`config.mk`:
```
export PLATFORM = sky130hd
export DESIGN_NAME = array_bit_broadcast_and_scalar_add
export DESIGN_NICKNAME = d
export VERILOG_FILES = /design/src/logic/scalar_array_pkg.sv /design/src/logic/array_bit_broadcast_and_scalar_add.sv
export SDC_FILE = /design/constraint.sdc
export NUM_CORES = 2
export LEC_CHECK = 0
export BUFFER_PORTS_ARGS = -buffer_cell sky130_fd_sc_hd__buf_4
export CAP_MARGIN = 20
export CORE_AREA = 2 2 454 456
export CTS_CLUSTER_DIAMETER = 100
export CTS_CLUSTER_SIZE = 24
export DETAILED_ROUTE_END_ITERATION = 12
export DIE_AREA = 0 0 456 458
export PLACE_DENSITY = 0.43
export SYNTH_ARGS = -nofsm -noshare
export SYNTH_HDL_FRONTEND = slang
export SYNTH_SLANG_ARGS = --single-unit
```
`constraint.sdc`:
```
create_clock -name sys_clk -period 30.6 [get_ports sys_clk]
set_input_delay 6.12 -clock sys_clk [delete_from_list [all_inputs] [get_ports sys_clk]]
set_output_delay 6.12 -clock sys_clk [all_outputs]
set_load 0.01 [all_outputs]
```
`src/logic/scalar_array_pkg.sv`:
```
package scalar_array_pkg;

  localparam int REG_W = 32;
  localparam int NREG = 16;
  localparam int SEL_W = 4;
  localparam int LIT_W = 16;
  localparam int BIT_W = 5;
  localparam int EDGE_SIZE = 32;
  localparam int EDGE_W = 5;
  localparam int PE_N = EDGE_SIZE * EDGE_SIZE;
  localparam logic [SEL_W-1:0] EDGE_SEL = 4'hF;
  localparam logic [SEL_W-1:0] NO_MOD = 4'h0;
  localparam logic [REG_W-1:0] REG_RST = 32'h0000_0000;

  // Register bus map, byte addresses
  localparam logic [11:0] OFS_CMD = 12'h000;
  localparam logic [11:0] OFS_FLAGS = 12'h004;
  localparam logic [11:0] OFS_STATUS = 12'h008;
  localparam logic [11:0] OFS_MASK = 12'h00C;
  localparam logic [11:0] OFS_ACTSUM = 12'h010;
  localparam logic [11:0] OFS_EDGE = 12'h014;
  localparam logic [11:0] OFS_REG0 = 12'h040;
  localparam logic [11:0] OFS_REGEND = 12'h080;

  // Command word fields
  localparam int F_OP = 0;
  localparam int F_SEL = 4;
  localparam int F_MOD = 8;
  localparam int F_STEPM = 12;
  localparam int F_INT = 16;
  localparam int F_LIT = 16;

  // Status bits
  localparam int ST_DONE = 0;
  localparam int ST_CARRY = 1;
  localparam int ST_OVERFLOW_FLAG = 2;
  localparam int ST_BADOP = 3;
  localparam int ST_W = 4;

  typedef enum logic [3:0] {
    OP_NOP = 4'h0,
    OP_BCAST = 4'h1,
    OP_BCAST_INV = 4'h2,
    OP_ADD = 4'h3,
    OP_SCALAR_REG_ADD_CARRY = 4'h4,
    OP_SCALAR_LITERAL_ADD = 4'h5,
    OP_SCALAR_LITERAL_ADD_CARRY = 4'h6,
    OP_CLR_A = 4'h7,
    OP_ADD_BCAST = 4'h8
  } opcode_t;

  typedef enum logic [1:0] {
    STEP_NONE = 2'h0,
    STEP_UP = 2'h1,
    STEP_DOWN = 2'h2
  } step_t;

  typedef struct packed {
    logic [15:0] int_field;
    logic [1:0] spare;
    step_t step;
    logic [SEL_W-1:0] mod_sel;
    logic [SEL_W-1:0] reg_sel;
    opcode_t op;
  } instr_t;

  typedef struct packed {
    logic [REG_W-1:0] sum;
    logic carry;
    logic overflow_flag;
  } add_res_t;

endpackage : scalar_array_pkg

```
`src/logic/array_bit_broadcast_and_scalar_add.sv`:
```
`timescale 1ns/1ps
// How it works
// [RL1] Broadcast selected register bit into every activity bit
// [RL2] Inverted variant loads complement of that bit
// [RL3] Source from select field; plane address ignored
// [RL4] Bit position: int plus modifier plus loop step
// [RL5] Wrap modulo width, or edge size for edge
// [RL6] Register add writes sum to select register
// [RL7] Add-with-carry uses carry flag as carry-in
// [RL8] Literal add into select register, no carry
// [RL9] Literal zero-extended to 32 bits
// [RL10] Literal add with carry adds carry flag
// [RL11] All four adds update carry and overflow
// [RL12] Low-word carry chains into high-word add
// [RL13] Compound ops act as two ops in order; op 8 does not load the row and column planes
// [RL14] Row broadcast: register at row low end, zeros
// [RL15] Column broadcast: register at column low end
// [RL17] Plane operations identical in every element
// [RL18] Carry is bit-31 carry; overflow is signed
// [RL19] These instructions never raise an error
module array_bit_broadcast_and_scalar_add
(
  input wire logic sys_clk, // System clock
  input wire logic rst_n, // Async reset
  input wire logic psel, // APB select
  input wire logic penable, // APB enable
  input wire logic pwrite, // APB direction
  input wire logic [11:0] paddr, // APB address
  input wire logic [31:0] pwdata, // APB write data
  input wire logic [3:0] pstrb, // APB byte strobes
  output logic [31:0] prdata, // APB read data
  output logic pready, // APB ready
  output logic pslverr, // APB error
  input wire logic [scalar_array_pkg::EDGE_W-1:0] loop_count, // Loop iteration
  input wire logic in_loop, // Inside a do-loop
  output logic [scalar_array_pkg::PE_N-1:0] activity_plane, // Activity bits
  output logic [scalar_array_pkg::EDGE_SIZE-1:0] row_plane, // Row broadcast
  output logic [scalar_array_pkg::EDGE_SIZE-1:0] col_plane, // Col broadcast
  output logic irq // Level interrupt
);
  import scalar_array_pkg::*;

  logic [REG_W-1:0] regs_q [NREG];
  logic [EDGE_SIZE-1:0] edge_q;
  logic carry_q;
  logic overflow_flag_q;
  logic [ST_W-1:0] status_q;
  logic [ST_W-1:0] mask_q;
  logic [PE_N-1:0] act_q;
  logic [EDGE_SIZE-1:0] row_q;
  logic [EDGE_SIZE-1:0] col_q;
  logic [31:0] prdata_q;
  logic pready_q;
  logic pslverr_q;
  logic irq_q;

  logic acc;
  logic wr;
  logic rd;
  logic cmd_go;
  instr_t ins;
  logic [REG_W-1:0] wmask;

  assign acc = psel && penable && !pready_q;
  assign wr = acc && pwrite;
  assign rd = acc && !pwrite;
  assign cmd_go = wr && (paddr == OFS_CMD);
  assign ins = instr_t'(pwdata);

  function automatic logic is_reg_addr(input logic [11:0] a);
    is_reg_addr = (a >= OFS_REG0) && (a < OFS_REGEND) && (a[1:0] == 2'h0);
  endfunction : is_reg_addr

  function automatic logic [SEL_W-1:0] reg_idx(input logic [11:0] a);
    logic [11:0] d;
    d = a - OFS_REG0;
    reg_idx = d[SEL_W+1:2];
  endfunction : reg_idx

  function automatic logic known_addr(input logic [11:0] a);
    known_addr = (a == OFS_CMD) || (a == OFS_FLAGS) ||
      (a == OFS_STATUS) || (a == OFS_MASK) || (a == OFS_ACTSUM) ||
      (a == OFS_EDGE) || is_reg_addr(a);
  endfunction : known_addr

  function automatic add_res_t add32(input logic [REG_W-1:0] a,
                                     input logic [REG_W-1:0] b,
                                     input logic cin);
    logic [REG_W:0] s;
    s = {1'b0, a} + {1'b0, b} + {{REG_W{1'b0}}, cin};
    add32.sum = s[REG_W-1:0];
    add32.carry = s[REG_W]; // [RL18]
    add32.overflow_flag = (a[REG_W-1] == b[REG_W-1]) &&
      (s[REG_W-1] != a[REG_W-1]); // [RL18]
  endfunction : add32

  // Strobe-aware write mask
  always_comb
  begin
    for (int i = 0; i < 4; i++)
    begin
      wmask[i*8 +: 8] = {8{pstrb[i]}};
    end
  end

  // Effective bit position
  logic [15:0] mod_int;
  logic [15:0] step_amt;
  logic [15:0] raw_pos;
  logic [EDGE_W-1:0] bit_pos;
  logic src_bit;
  logic [REG_W-1:0] src_word;
  logic fwd;
  logic [REG_W-1:0] mod_word;
  // Sum is shared by the register write and the forwarding
  add_res_t res;

  always_comb
  begin
    // Op 8 reads what its own add leaves behind
    fwd = (ins.op == OP_ADD_BCAST);
    mod_word = (fwd && ins.mod_sel == ins.reg_sel) ? res.sum
      : regs_q[ins.mod_sel]; // [RL13]
    mod_int = (ins.mod_sel == NO_MOD) ? 16'h0000
      : mod_word[15:0]; // [RL4]
    step_amt = {{(16-EDGE_W){1'b0}}, loop_count};
    raw_pos = ins.int_field + mod_int; // [RL4]
    if (in_loop && ins.step == STEP_UP)
    begin
      raw_pos = raw_pos + step_amt; // [RL4]
    end
    else if (in_loop && ins.step == STEP_DOWN)
    begin
      raw_pos = raw_pos - step_amt; // [RL4]
    end
    // Both widths are powers of two, so wrap is a truncation;
    // a non-power-of-two edge size would need a real modulo
    if (ins.reg_sel == EDGE_SEL)
    begin
      bit_pos = raw_pos[EDGE_W-1:0]; // [RL5]
      src_word = REG_W'(edge_q);
    end
    else
    begin
      bit_pos = raw_pos[BIT_W-1:0]; // [RL5]
      src_word = fwd ? res.sum : regs_q[ins.reg_sel]; // [RL3] [RL13]
    end
    src_bit = src_word[bit_pos]; // [RL1] [RL3]
  end

  // Scalar add datapath
  logic [REG_W-1:0] opb;
  logic cin;
  logic is_add;

  always_comb
  begin
    opb = regs_q[ins.mod_sel]; // [RL6]
    cin = 1'b0;
    is_add = 1'b1;
    case (ins.op)
      OP_ADD: cin = 1'b0;
      OP_ADD_BCAST: cin = 1'b0;
      OP_SCALAR_REG_ADD_CARRY: cin = carry_q; // [RL7] [RL12]
      OP_SCALAR_LITERAL_ADD:
      begin
        opb = {{(REG_W-LIT_W){1'b0}}, ins.int_field}; // [RL8] [RL9]
        cin = 1'b0; // [RL8]
      end
      OP_SCALAR_LITERAL_ADD_CARRY:
      begin
        opb = {{(REG_W-LIT_W){1'b0}}, ins.int_field}; // [RL9] [RL10]
        cin = carry_q; // [RL10]
      end
      default: is_add = 1'b0;
    endcase
    res = add32(regs_q[ins.reg_sel], opb, cin);
  end

  // Register file and edge register
  always_ff @(posedge sys_clk or negedge rst_n)
  begin
    if (!rst_n)
    begin
      for (int i = 0; i < NREG; i++)
      begin
        regs_q[i] <= REG_RST;
      end
      edge_q <= '0;
    end
    else if (cmd_go && is_add)
    begin
      regs_q[ins.reg_sel] <= res.sum; // [RL6] [RL8] [RL10]
    end
    else if (wr && is_reg_addr(paddr))
    begin
      regs_q[reg_idx(paddr)] <= (regs_q[reg_idx(paddr)] & ~wmask) |
        (pwdata & wmask);
    end
    else if (wr && paddr == OFS_EDGE)
    begin
      edge_q <= (edge_q & ~wmask[EDGE_SIZE-1:0]) |
        (pwdata[EDGE_SIZE-1:0] & wmask[EDGE_SIZE-1:0]);
    end
  end

  // Flags
  always_ff @(posedge sys_clk or negedge rst_n)
  begin
    if (!rst_n)
    begin
      carry_q <= 1'b0;
      overflow_flag_q <= 1'b0;
    end
    else if (cmd_go && is_add)
    begin
      carry_q <= res.carry; // [RL11] [RL12]
      overflow_flag_q <= res.overflow_flag; // [RL11]
    end
    else if (wr && paddr == OFS_FLAGS && pstrb[0])
    begin
      carry_q <= pwdata[0];
      overflow_flag_q <= pwdata[1];
    end
  end

  // Activity plane, every element loaded alike
  logic [PE_N-1:0] act_d;

  always_comb
  begin
    act_d = act_q;
    case (ins.op)
      OP_BCAST: act_d = {PE_N{src_bit}}; // [RL1] [RL17]
      OP_BCAST_INV: act_d = {PE_N{~src_bit}}; // [RL2] [RL17]
      OP_CLR_A: act_d = '0; // [RL17]
      // Add then broadcast: the source word, and the modifier word when
      // mod_sel names the added register, are forwarded from the sum, so
      // the broadcast sees the registers as the add leaves them
      OP_ADD_BCAST: act_d = {PE_N{src_bit}}; // [RL13]
      default: act_d = act_q;
    endcase
  end

  always_ff @(posedge sys_clk or negedge rst_n)
  begin
    if (!rst_n)
    begin
      act_q <= '0;
    end
    else if (cmd_go)
    begin
      act_q <= act_d;
    end
  end

  // Row and column broadcast planes: contents at low end
  always_ff @(posedge sys_clk or negedge rst_n)
  begin
    if (!rst_n)
    begin
      row_q <= '0;
      col_q <= '0;
    end
    else if (cmd_go && (ins.op == OP_BCAST || ins.op == OP_BCAST_INV))
    begin
      row_q <= src_word[EDGE_SIZE-1:0]; // [RL14]
      col_q <= src_word[EDGE_SIZE-1:0]; // [RL15]
    end
  end

  // Sticky status, write one to clear, set wins
  logic [ST_W-1:0] ev;

  always_comb
  begin
    ev = '0;
    ev[ST_DONE] = cmd_go;
    ev[ST_CARRY] = cmd_go && is_add && res.carry;
    ev[ST_OVERFLOW_FLAG] = cmd_go && is_add && res.overflow_flag;
    // Unknown opcodes are flagged, never trapped
    ev[ST_BADOP] = cmd_go && (ins.op > OP_ADD_BCAST); // [RL19]
  end

  always_ff @(posedge sys_clk or negedge rst_n)
  begin
    if (!rst_n)
    begin
      status_q <= '0;
      mask_q <= '0;
    end
    else
    begin
      if (wr && paddr == OFS_STATUS && pstrb[0])
      begin
        status_q <= (status_q & ~pwdata[ST_W-1:0]) | ev;
      end
      else
      begin
        status_q <= status_q | ev;
      end
      if (wr && paddr == OFS_MASK && pstrb[0])
      begin
        mask_q <= pwdata[ST_W-1:0];
      end
    end
  end

  always_ff @(posedge sys_clk or negedge rst_n)
  begin
    if (!rst_n)
    begin
      irq_q <= 1'b0;
    end
    else
    begin
      irq_q <= |(status_q & mask_q);
    end
  end

  // APB answer: one wait state, pready pulses for one cycle
  logic [31:0] rdata;

  always_comb
  begin
    rdata = 32'h0000_0000;
    if (is_reg_addr(paddr))
    begin
      rdata = regs_q[reg_idx(paddr)];
    end
    else
    begin
      case (paddr)
        OFS_FLAGS: rdata = {30'h0000_0000, overflow_flag_q, carry_q};
        OFS_STATUS: rdata = {28'h000_0000, status_q};
        OFS_MASK: rdata = {28'h000_0000, mask_q};
        OFS_ACTSUM: rdata = {31'h0000_0000, act_q[0]};
        OFS_EDGE: rdata = edge_q;
        default: rdata = 32'h0000_0000;
      endcase
    end
  end

  always_ff @(posedge sys_clk or negedge rst_n)
  begin
    if (!rst_n)
    begin
      pready_q <= 1'b0;
      pslverr_q <= 1'b0;
      prdata_q <= 32'h0000_0000;
    end
    else
    begin
      pready_q <= acc;
      pslverr_q <= acc && !known_addr(paddr);
      if (rd)
      begin
        prdata_q <= rdata;
      end
    end
  end

  assign prdata = prdata_q;
  assign pready = pready_q;
  assign pslverr = pslverr_q;
  assign irq = irq_q;
  assign activity_plane = act_q;
  assign row_plane = row_q;
  assign col_plane = col_q;

endmodule : array_bit_broadcast_and_scalar_add

```
* Yosys cells after proc, flatten, opt, wreduce, memory -nomap -nowiden
Cells that the tools add are included.
** Cells by class
- $add $sub $neg :: 6
- Multipliers :: 0
- Divide/modulo/power cells :: 0
- Magnitude comparators :: 9
- Eq/ne operators :: 19
- Shift-type cells :: 0
- Muxes and demuxes :: 36
- Bitwise logic cells :: 17
- Reductions and logical operators :: 50
** Operator list (count)
- 1024-bit one-hot mux with 3 select lines :: 1
- 512-bit bitwise mux :: 2
- 512-bit two-way mux :: 2
- 32-bit binary-select mux with 4-bit select :: 3
- 32-bit two-way mux :: 12
- 32-bit demux with 4-bit select :: 2
- 32-bit one-hot mux with 5 select lines :: 1
- 32-bit AND :: 3
- 32-bit bitwise OR :: 2
- 32-bit by 32-bit adder with 33-bit output :: 1
- 33-bit by 1-bit adder with 33-bit output :: 1
- 32-bit NOT :: 1
- 1-bit logical AND :: 27
- 12-bit by 4-bit == test with 1-bit output, second input constant :: 2
- 12-bit by 5-bit == test with 1-bit output, second input constant :: 2
- 5-bit two-way mux :: 4
- 4-bit by 3-bit == test with 1-bit output, second input constant :: 4
- 5-bit >= comparator, second input constant :: 3
- 4-bit NOT with 5-bit output :: 3
- 12-bit by 3-bit == test with 1-bit output, second input constant :: 1
- 12-bit by 7-bit >= comparator with 1-bit output, second input constant :: 1
- 12-bit zero test :: 1
- 12-bit by 8-bit < comparator with 1-bit output, second input constant :: 1
- 5-bit adder :: 2
- other kinds (31) :: 55
** Storage, ports and cells
- Register bits after elaboration :: 1645
- Latch bits :: 0
- Bits in writable memories :: 0
- Bits in read-only memories :: 0
- Bits of input ports :: 59
- Memories :: 0

* Depth between registers and ports, before layout
- Depth in word-level cells :: 17
- Depth in mapped cells :: 32
- Depth with buffers taken out :: 29

* Worst setup path before layout
Ideal clock, no wire load.
- Path kind :: reg-to-output
- Start point :: register activity_plane[1022] (netlist name)
- End point :: output port activity_plane[1000] in the netlist's numbering
- Arrival time :: 17.319 ns
- Data required time :: 24.480 ns
- Slack :: 7.161 ns
- Stages on the path, launching flop included :: 2
- Path buffers :: 1
- Cell sequence :: dfrtp_1 buf_4
** RTL lines
- end: declaration :: line array_bit_broadcast_and_scalar_add.sv:36 : output logic [scalar_array_pkg::PE_N-1:0] activity_plane,

* Worst setup path in the final report
- Start point :: input port pwdata[8]
- End point :: register act_q[1022], in the netlist activity_plane[1022]
** Between the ends
- Cells in the longest elaborated chain, start to end :: 17
** RTL lines
- start: declaration :: line array_bit_broadcast_and_scalar_add.sv:29 : input wire logic [31:0] pwdata,
- 4-bit NOT with 5-bit output (implied by the code) :: line array_bit_broadcast_and_scalar_add.sv:123, array_bit_broadcast_and_scalar_add.sv:158
- 32-bit binary-select mux with 4-bit select :: line array_bit_broadcast_and_scalar_add.sv:123, array_bit_broadcast_and_scalar_add.sv:158
- 32-bit two-way mux (implied by the code) (2 in series) :: line array_bit_broadcast_and_scalar_add.sv:158 : opb = regs_q[ins.mod_sel];
- 32-bit two-way mux :: line array_bit_broadcast_and_scalar_add.sv:161 : case (ins.op)
- 32-bit by 32-bit adder with 33-bit output :: line array_bit_broadcast_and_scalar_add.sv:90 : s = {1'b0, a} + {1'b0, b} + {{REG_W{1'b0}}, cin};
- 33-bit by 1-bit adder with 33-bit output :: line array_bit_broadcast_and_scalar_add.sv:90
- 5-bit two-way mux :: line array_bit_broadcast_and_scalar_add.sv:122 : mod_word = (fwd && ins.mod_sel == ins.reg_sel) ? res.sum
- 5-bit two-way mux :: line array_bit_broadcast_and_scalar_add.sv:124 : mod_int = (ins.mod_sel == NO_MOD) ? 16'h0000
- 5-bit adder :: line array_bit_broadcast_and_scalar_add.sv:127 : raw_pos = ins.int_field + mod_int;
- 5-bit subtractor :: line array_bit_broadcast_and_scalar_add.sv:134 : raw_pos = raw_pos - step_amt;
- 5-bit two-way mux :: line array_bit_broadcast_and_scalar_add.sv:132 : else if (in_loop && ins.step == STEP_DOWN)
- 5-bit two-way mux :: line array_bit_broadcast_and_scalar_add.sv:128 : if (in_loop && ins.step == STEP_UP)
- 1-bit binary-select mux with 5-bit select (*) :: line array_bit_broadcast_and_scalar_add.sv:148 : src_bit = src_word[bit_pos];
- 1-bit two-way mux (implied by the code) (*) :: line array_bit_broadcast_and_scalar_add.sv:148
- 1-bit NOT :: line array_bit_broadcast_and_scalar_add.sv:235 : OP_BCAST_INV: act_d = {PE_N{~src_bit}};
- 1024-bit one-hot mux with 3 select lines (*) :: line array_bit_broadcast_and_scalar_add.sv:233 : case (ins.op)
- end signal: assignment :: line array_bit_broadcast_and_scalar_add.sv:253 : act_q <= act_d;
- end: declaration :: line array_bit_broadcast_and_scalar_add.sv:49 : logic [PE_N-1:0] act_q;
Mark *: on every way between the ends. The rest lies on a longest branch, timed or not. The select of a mux whose other input is x is not followed.
A chain may end at the register's enable or synchronous reset.

==> flow_metrics.env <==
export IMPL_post_route_period_util=0.432
export IMPL_cts_resized=0
export IMPL_routed_via_density=5.59
export IMPL_hold_viol_final=0
export IMPL_power_density_nw_per_um2=38.5
export IMPL_cp_slowest_cell="buf_4"
export IMPL_core_area_um2=204000
export IMPL_worst_pin_slew_ps=1210
export IMPL_yosys_area_share_simple=0.0726
export IMPL_synth_area_um2=49800
export IMPL_dr_total_vias=42900
export IMPL_synth_top_family_by_area="multiplexers"
export IMPL_synth_edff_count=0
export IMPL_cts_hold_buf=0
export IMPL_globalRouteOverflowTotal=0
export IMPL_dpl_cell_area_um2=54200
export IMPL_globalRouteTotalUtil=0.227
export IMPL_synth_seq_area_share=0.313
export IMPL_clk_latency_ps=700
export IMPL_grt_pass1_vias=39158
export IMPL_rsz0062_at_grt="false"
export IMPL_synthXorXnorAreaFrac=0.00950
export IMPL_utilization=0.274
export IMPL_ys_flop_type="dfrtp_1"
export IMPL_cts_buffers=41
export IMPL_synth_fa_ha_area_frac=0.0131
export IMPL_fin_skew_ps=55.4
export IMPL_cts_max_level=2
export IMPL_end_kind="flip-flop"
export IMPL_area_growth_pct=12.3
export IMPL_instances_no_fill=7669
export IMPL_synth_compound_area_frac=0.177
export IMPL_start_util=0.244
export IMPL_antenna_found_initial=31
export IMPL_syn_inst=4995
export IMPL_cts_tree="done"
export IMPL_nets=5049
export IMPL_dr_pass1_iters=6
export IMPL_drtAntennaViolNets=0
export IMPL_final_layout_size_suffix_gt1_frac=0.396
export IMPL_clock_fmax_mhz=75.6
export IMPL_hp_class="flip-flop to flip-flop"
export IMPL_crit_type="input pin to flip-flop"
export IMPL_crit_fanout=51
export IMPL_dp_hpwl_mm=164
export IMPL_grt_pass1_wl_mm=338
export IMPL_ys_ff_latch=622
export IMPL_finalSetupViolations=0
export IMPL_tns_ps=0
export IMPL_synth_cell_types=87
export IMPL_drv_cap=0
export IMPL_cts_setup_buffers=0
export IMPL_cts_sinks=622
export IMPL_io_pins=1182
export IMPL_vdd_ir_drop_max_v=0.0000396
export IMPL_p_leak_nw=24.3
export IMPL_path_delay_family="compound AO/OA/AOI/OAI gates"
export IMPL_clkTransAtPathRegs_ps=90
export IMPL_status="complete, no violations"
export IMPL_synth_nets=5103
export IMPL_drc_errors=0
export IMPL_startpoint_type="input pin"
export IMPL_cts_buffer_depth=3
export IMPL_period_minus_slack_ps=13230
export IMPL_total_power_mw=2.15
export IMPL_portBuffers=1181
export IMPL_synthMuxAreaShare=0.221
export IMPL_dieArea_um2=209000
export IMPL_gp_congestion=0.954
export IMPL_slew_violations=0
export IMPL_async_flop_share=1.00
export IMPL_wire_per_inst_um=32.6
export IMPL_dp_cells=7582
export IMPL_slowest_delay_ps=820
export IMPL_cp_buffers_inverters=2
export IMPL_wirelength_mm=250
export IMPL_syn_area_per_cell_um2=9.96
export IMPL_ctsRootBufferMaster="clkbuf_16"
export IMPL_design_area_um2=55900
export IMPL_fp_dieH_um=458
export IMPL_slew_headroom=0.192
export IMPL_grt_start_max_net_pins=162
export IMPL_std_cell_rows=166
export IMPL_required_ps=31150
export IMPL_arrival_ps=13770
export IMPL_yosysWarnings=0
export IMPL_drt_initial_drc_count=5492
export IMPL_die_x_um=456
==> Yosys cell counts (all sizes together), types with 19 or more instances <==
cell type | instances | area [um^2]
dfrtp | 622 | 15600
a221o | 36 | 360
buf | 1164 | 8440
clkbuf | 289 | 1080
mux4 | 386 | 8690
nor2 | 284 | 1080
nand3 | 39 | 200
ha | 44 | 551
o21a | 20 | 150
a22oi | 279 | 2090
mux2i | 155 | 1550
xnor2 | 35 | 307
mux2 | 65 | 732
nor3 | 42 | 243
inv | 33 | 124
a21oi | 221 | 1130
xor2 | 19 | 166
o21ai | 469 | 2350
o221ai | 165 | 1450
nand2 | 356 | 1340
a221oi | 25 | 219
a21o | 21 | 158
==> sequential cells by signal, indices dropped and copies added, names as in the netlist, named ones only <==
| name | flops |
|---|---|
| carry_q | 1 |
| activity_plane | 1 |
| pready | 1 |
| mask_q | 4 |
| col_plane | 32 |
| pslverr | 1 |
| status_q | 4 |
| irq | 1 |
| regs_q | 512 |
| overflow_flag_q | 1 |
| prdata | 32 |
==> worst paths after layout <==
check                                        start                               end  slack, ps  cells after the start
min in group asynchronous                    rst_n            regs_q[31]$_DFFE_PN0P_       5480                      1
setup reg to reg           regs_q[416]$_DFFE_PN0P_  activity_plane[1022]$_DFFE_PN0P_      23850                     24
max in group asynchronous                    rst_n           regs_q[141]$_DFFE_PN0P_      22070                      4
setup / recovery                         pwdata[8]  activity_plane[1022]$_DFFE_PN0P_      17370                     26
hold / removal              prdata[18]$_DFFE_PN0P_            prdata[18]$_DFFE_PN0P_        490                      2
hold reg to reg             prdata[18]$_DFFE_PN0P_            prdata[18]$_DFFE_PN0P_        490                      2
==> cell families after synthesis <==
logic type               Yosys count
AND/OR/NAND/NOR                  828
multiplexers                     606
XOR/XNOR                          54
adder cells (fa/ha/maj)           49
AO/OA/AOI/OAI                   1349
flip-flops                       622
buffers and inverters           1487
==> where the power goes <==
part / total [mW] / switching (mW) / internal [mW]
Combinational: 0.623 / 0.359 / 0.264
Clock: 0.700 / 0.381 / 0.319
Sequential: 0.827 / 0.00446 / 0.822
Total: 2.15 / 0.744 / 1.41
==> metrics by stage <==
step / worst slack, ps / hold slack, ps
detailed placement: 16860 / 473
global placement: 16610 / 468
global route: 16820 / 524
finish: 17370 / 487
floorplan: 7160 / 463
CTS: 16390 / 496
==> area by class of cell <==
| cell class | count | area, um^2 |
|---|---|---|
| Multi-Input combinational cell | 2886 | 24900 |
| Clock buffer | 47 | 1100 |
| Sequential cell | 622 | 15600 |
| Fill cell | 21462 | 148000 |
| Timing Repair Buffer | 1356 | 10400 |
| Antenna cell | 8 | 20.0 |
| Clock inverter | 28 | 433 |
| Tap cell | 2688 | 3360 |
| Inverter | 34 | 128 |
==> metal layers <==
metal / GRT usage / wire, um
met3: 0.0600 / 26500
met1: 0.293 / 97800
met4: 0.134 / 16300
met2: 0.341 / 110000
met5: 0 / 224
==> cells in the final DEF (no fill, tap or decap), drive strengths merged, types with 35 or more instances in the layout <==
cell type,synthesis,layout
a221o,36,36
dfrtp,622,622
nand2,356,356
nor3,42,42
clkbuf,289,47
inv,33,46
nor2,284,284
a21oi,221,221
buf,1164,1356
mux4,386,386
o221ai,165,165
o21ai,469,469
a22oi,279,279
xnor2,35,35
mux2i,155,155
nand3,39,39
ha,44,44
mux2,65,65
==> worst reg2reg max path, cell delays in order, from the launching register on <==
cell	delay, ps
dfrtp_1	420
mux2i_1	110
a221oi_1	390
nor2_1	90
o21ai_0	280
mux2i_1	160
fa_1	480
fa_1	590
nor2_1	140
a21oi_1	50
or2_2	310
fa_1	400
xnor2_1	470
ha_1	390
xor2_1	160
a22o_1	260
a22o_1	280
nand2_1	200
a2111oi_0	100
a311oi_1	300
o2111ai_1	140
or4_1	530
nand4_1	110
o32ai_1	110
mux2i_1	140
No activity file was read; power rests on OpenSTA's default activity.
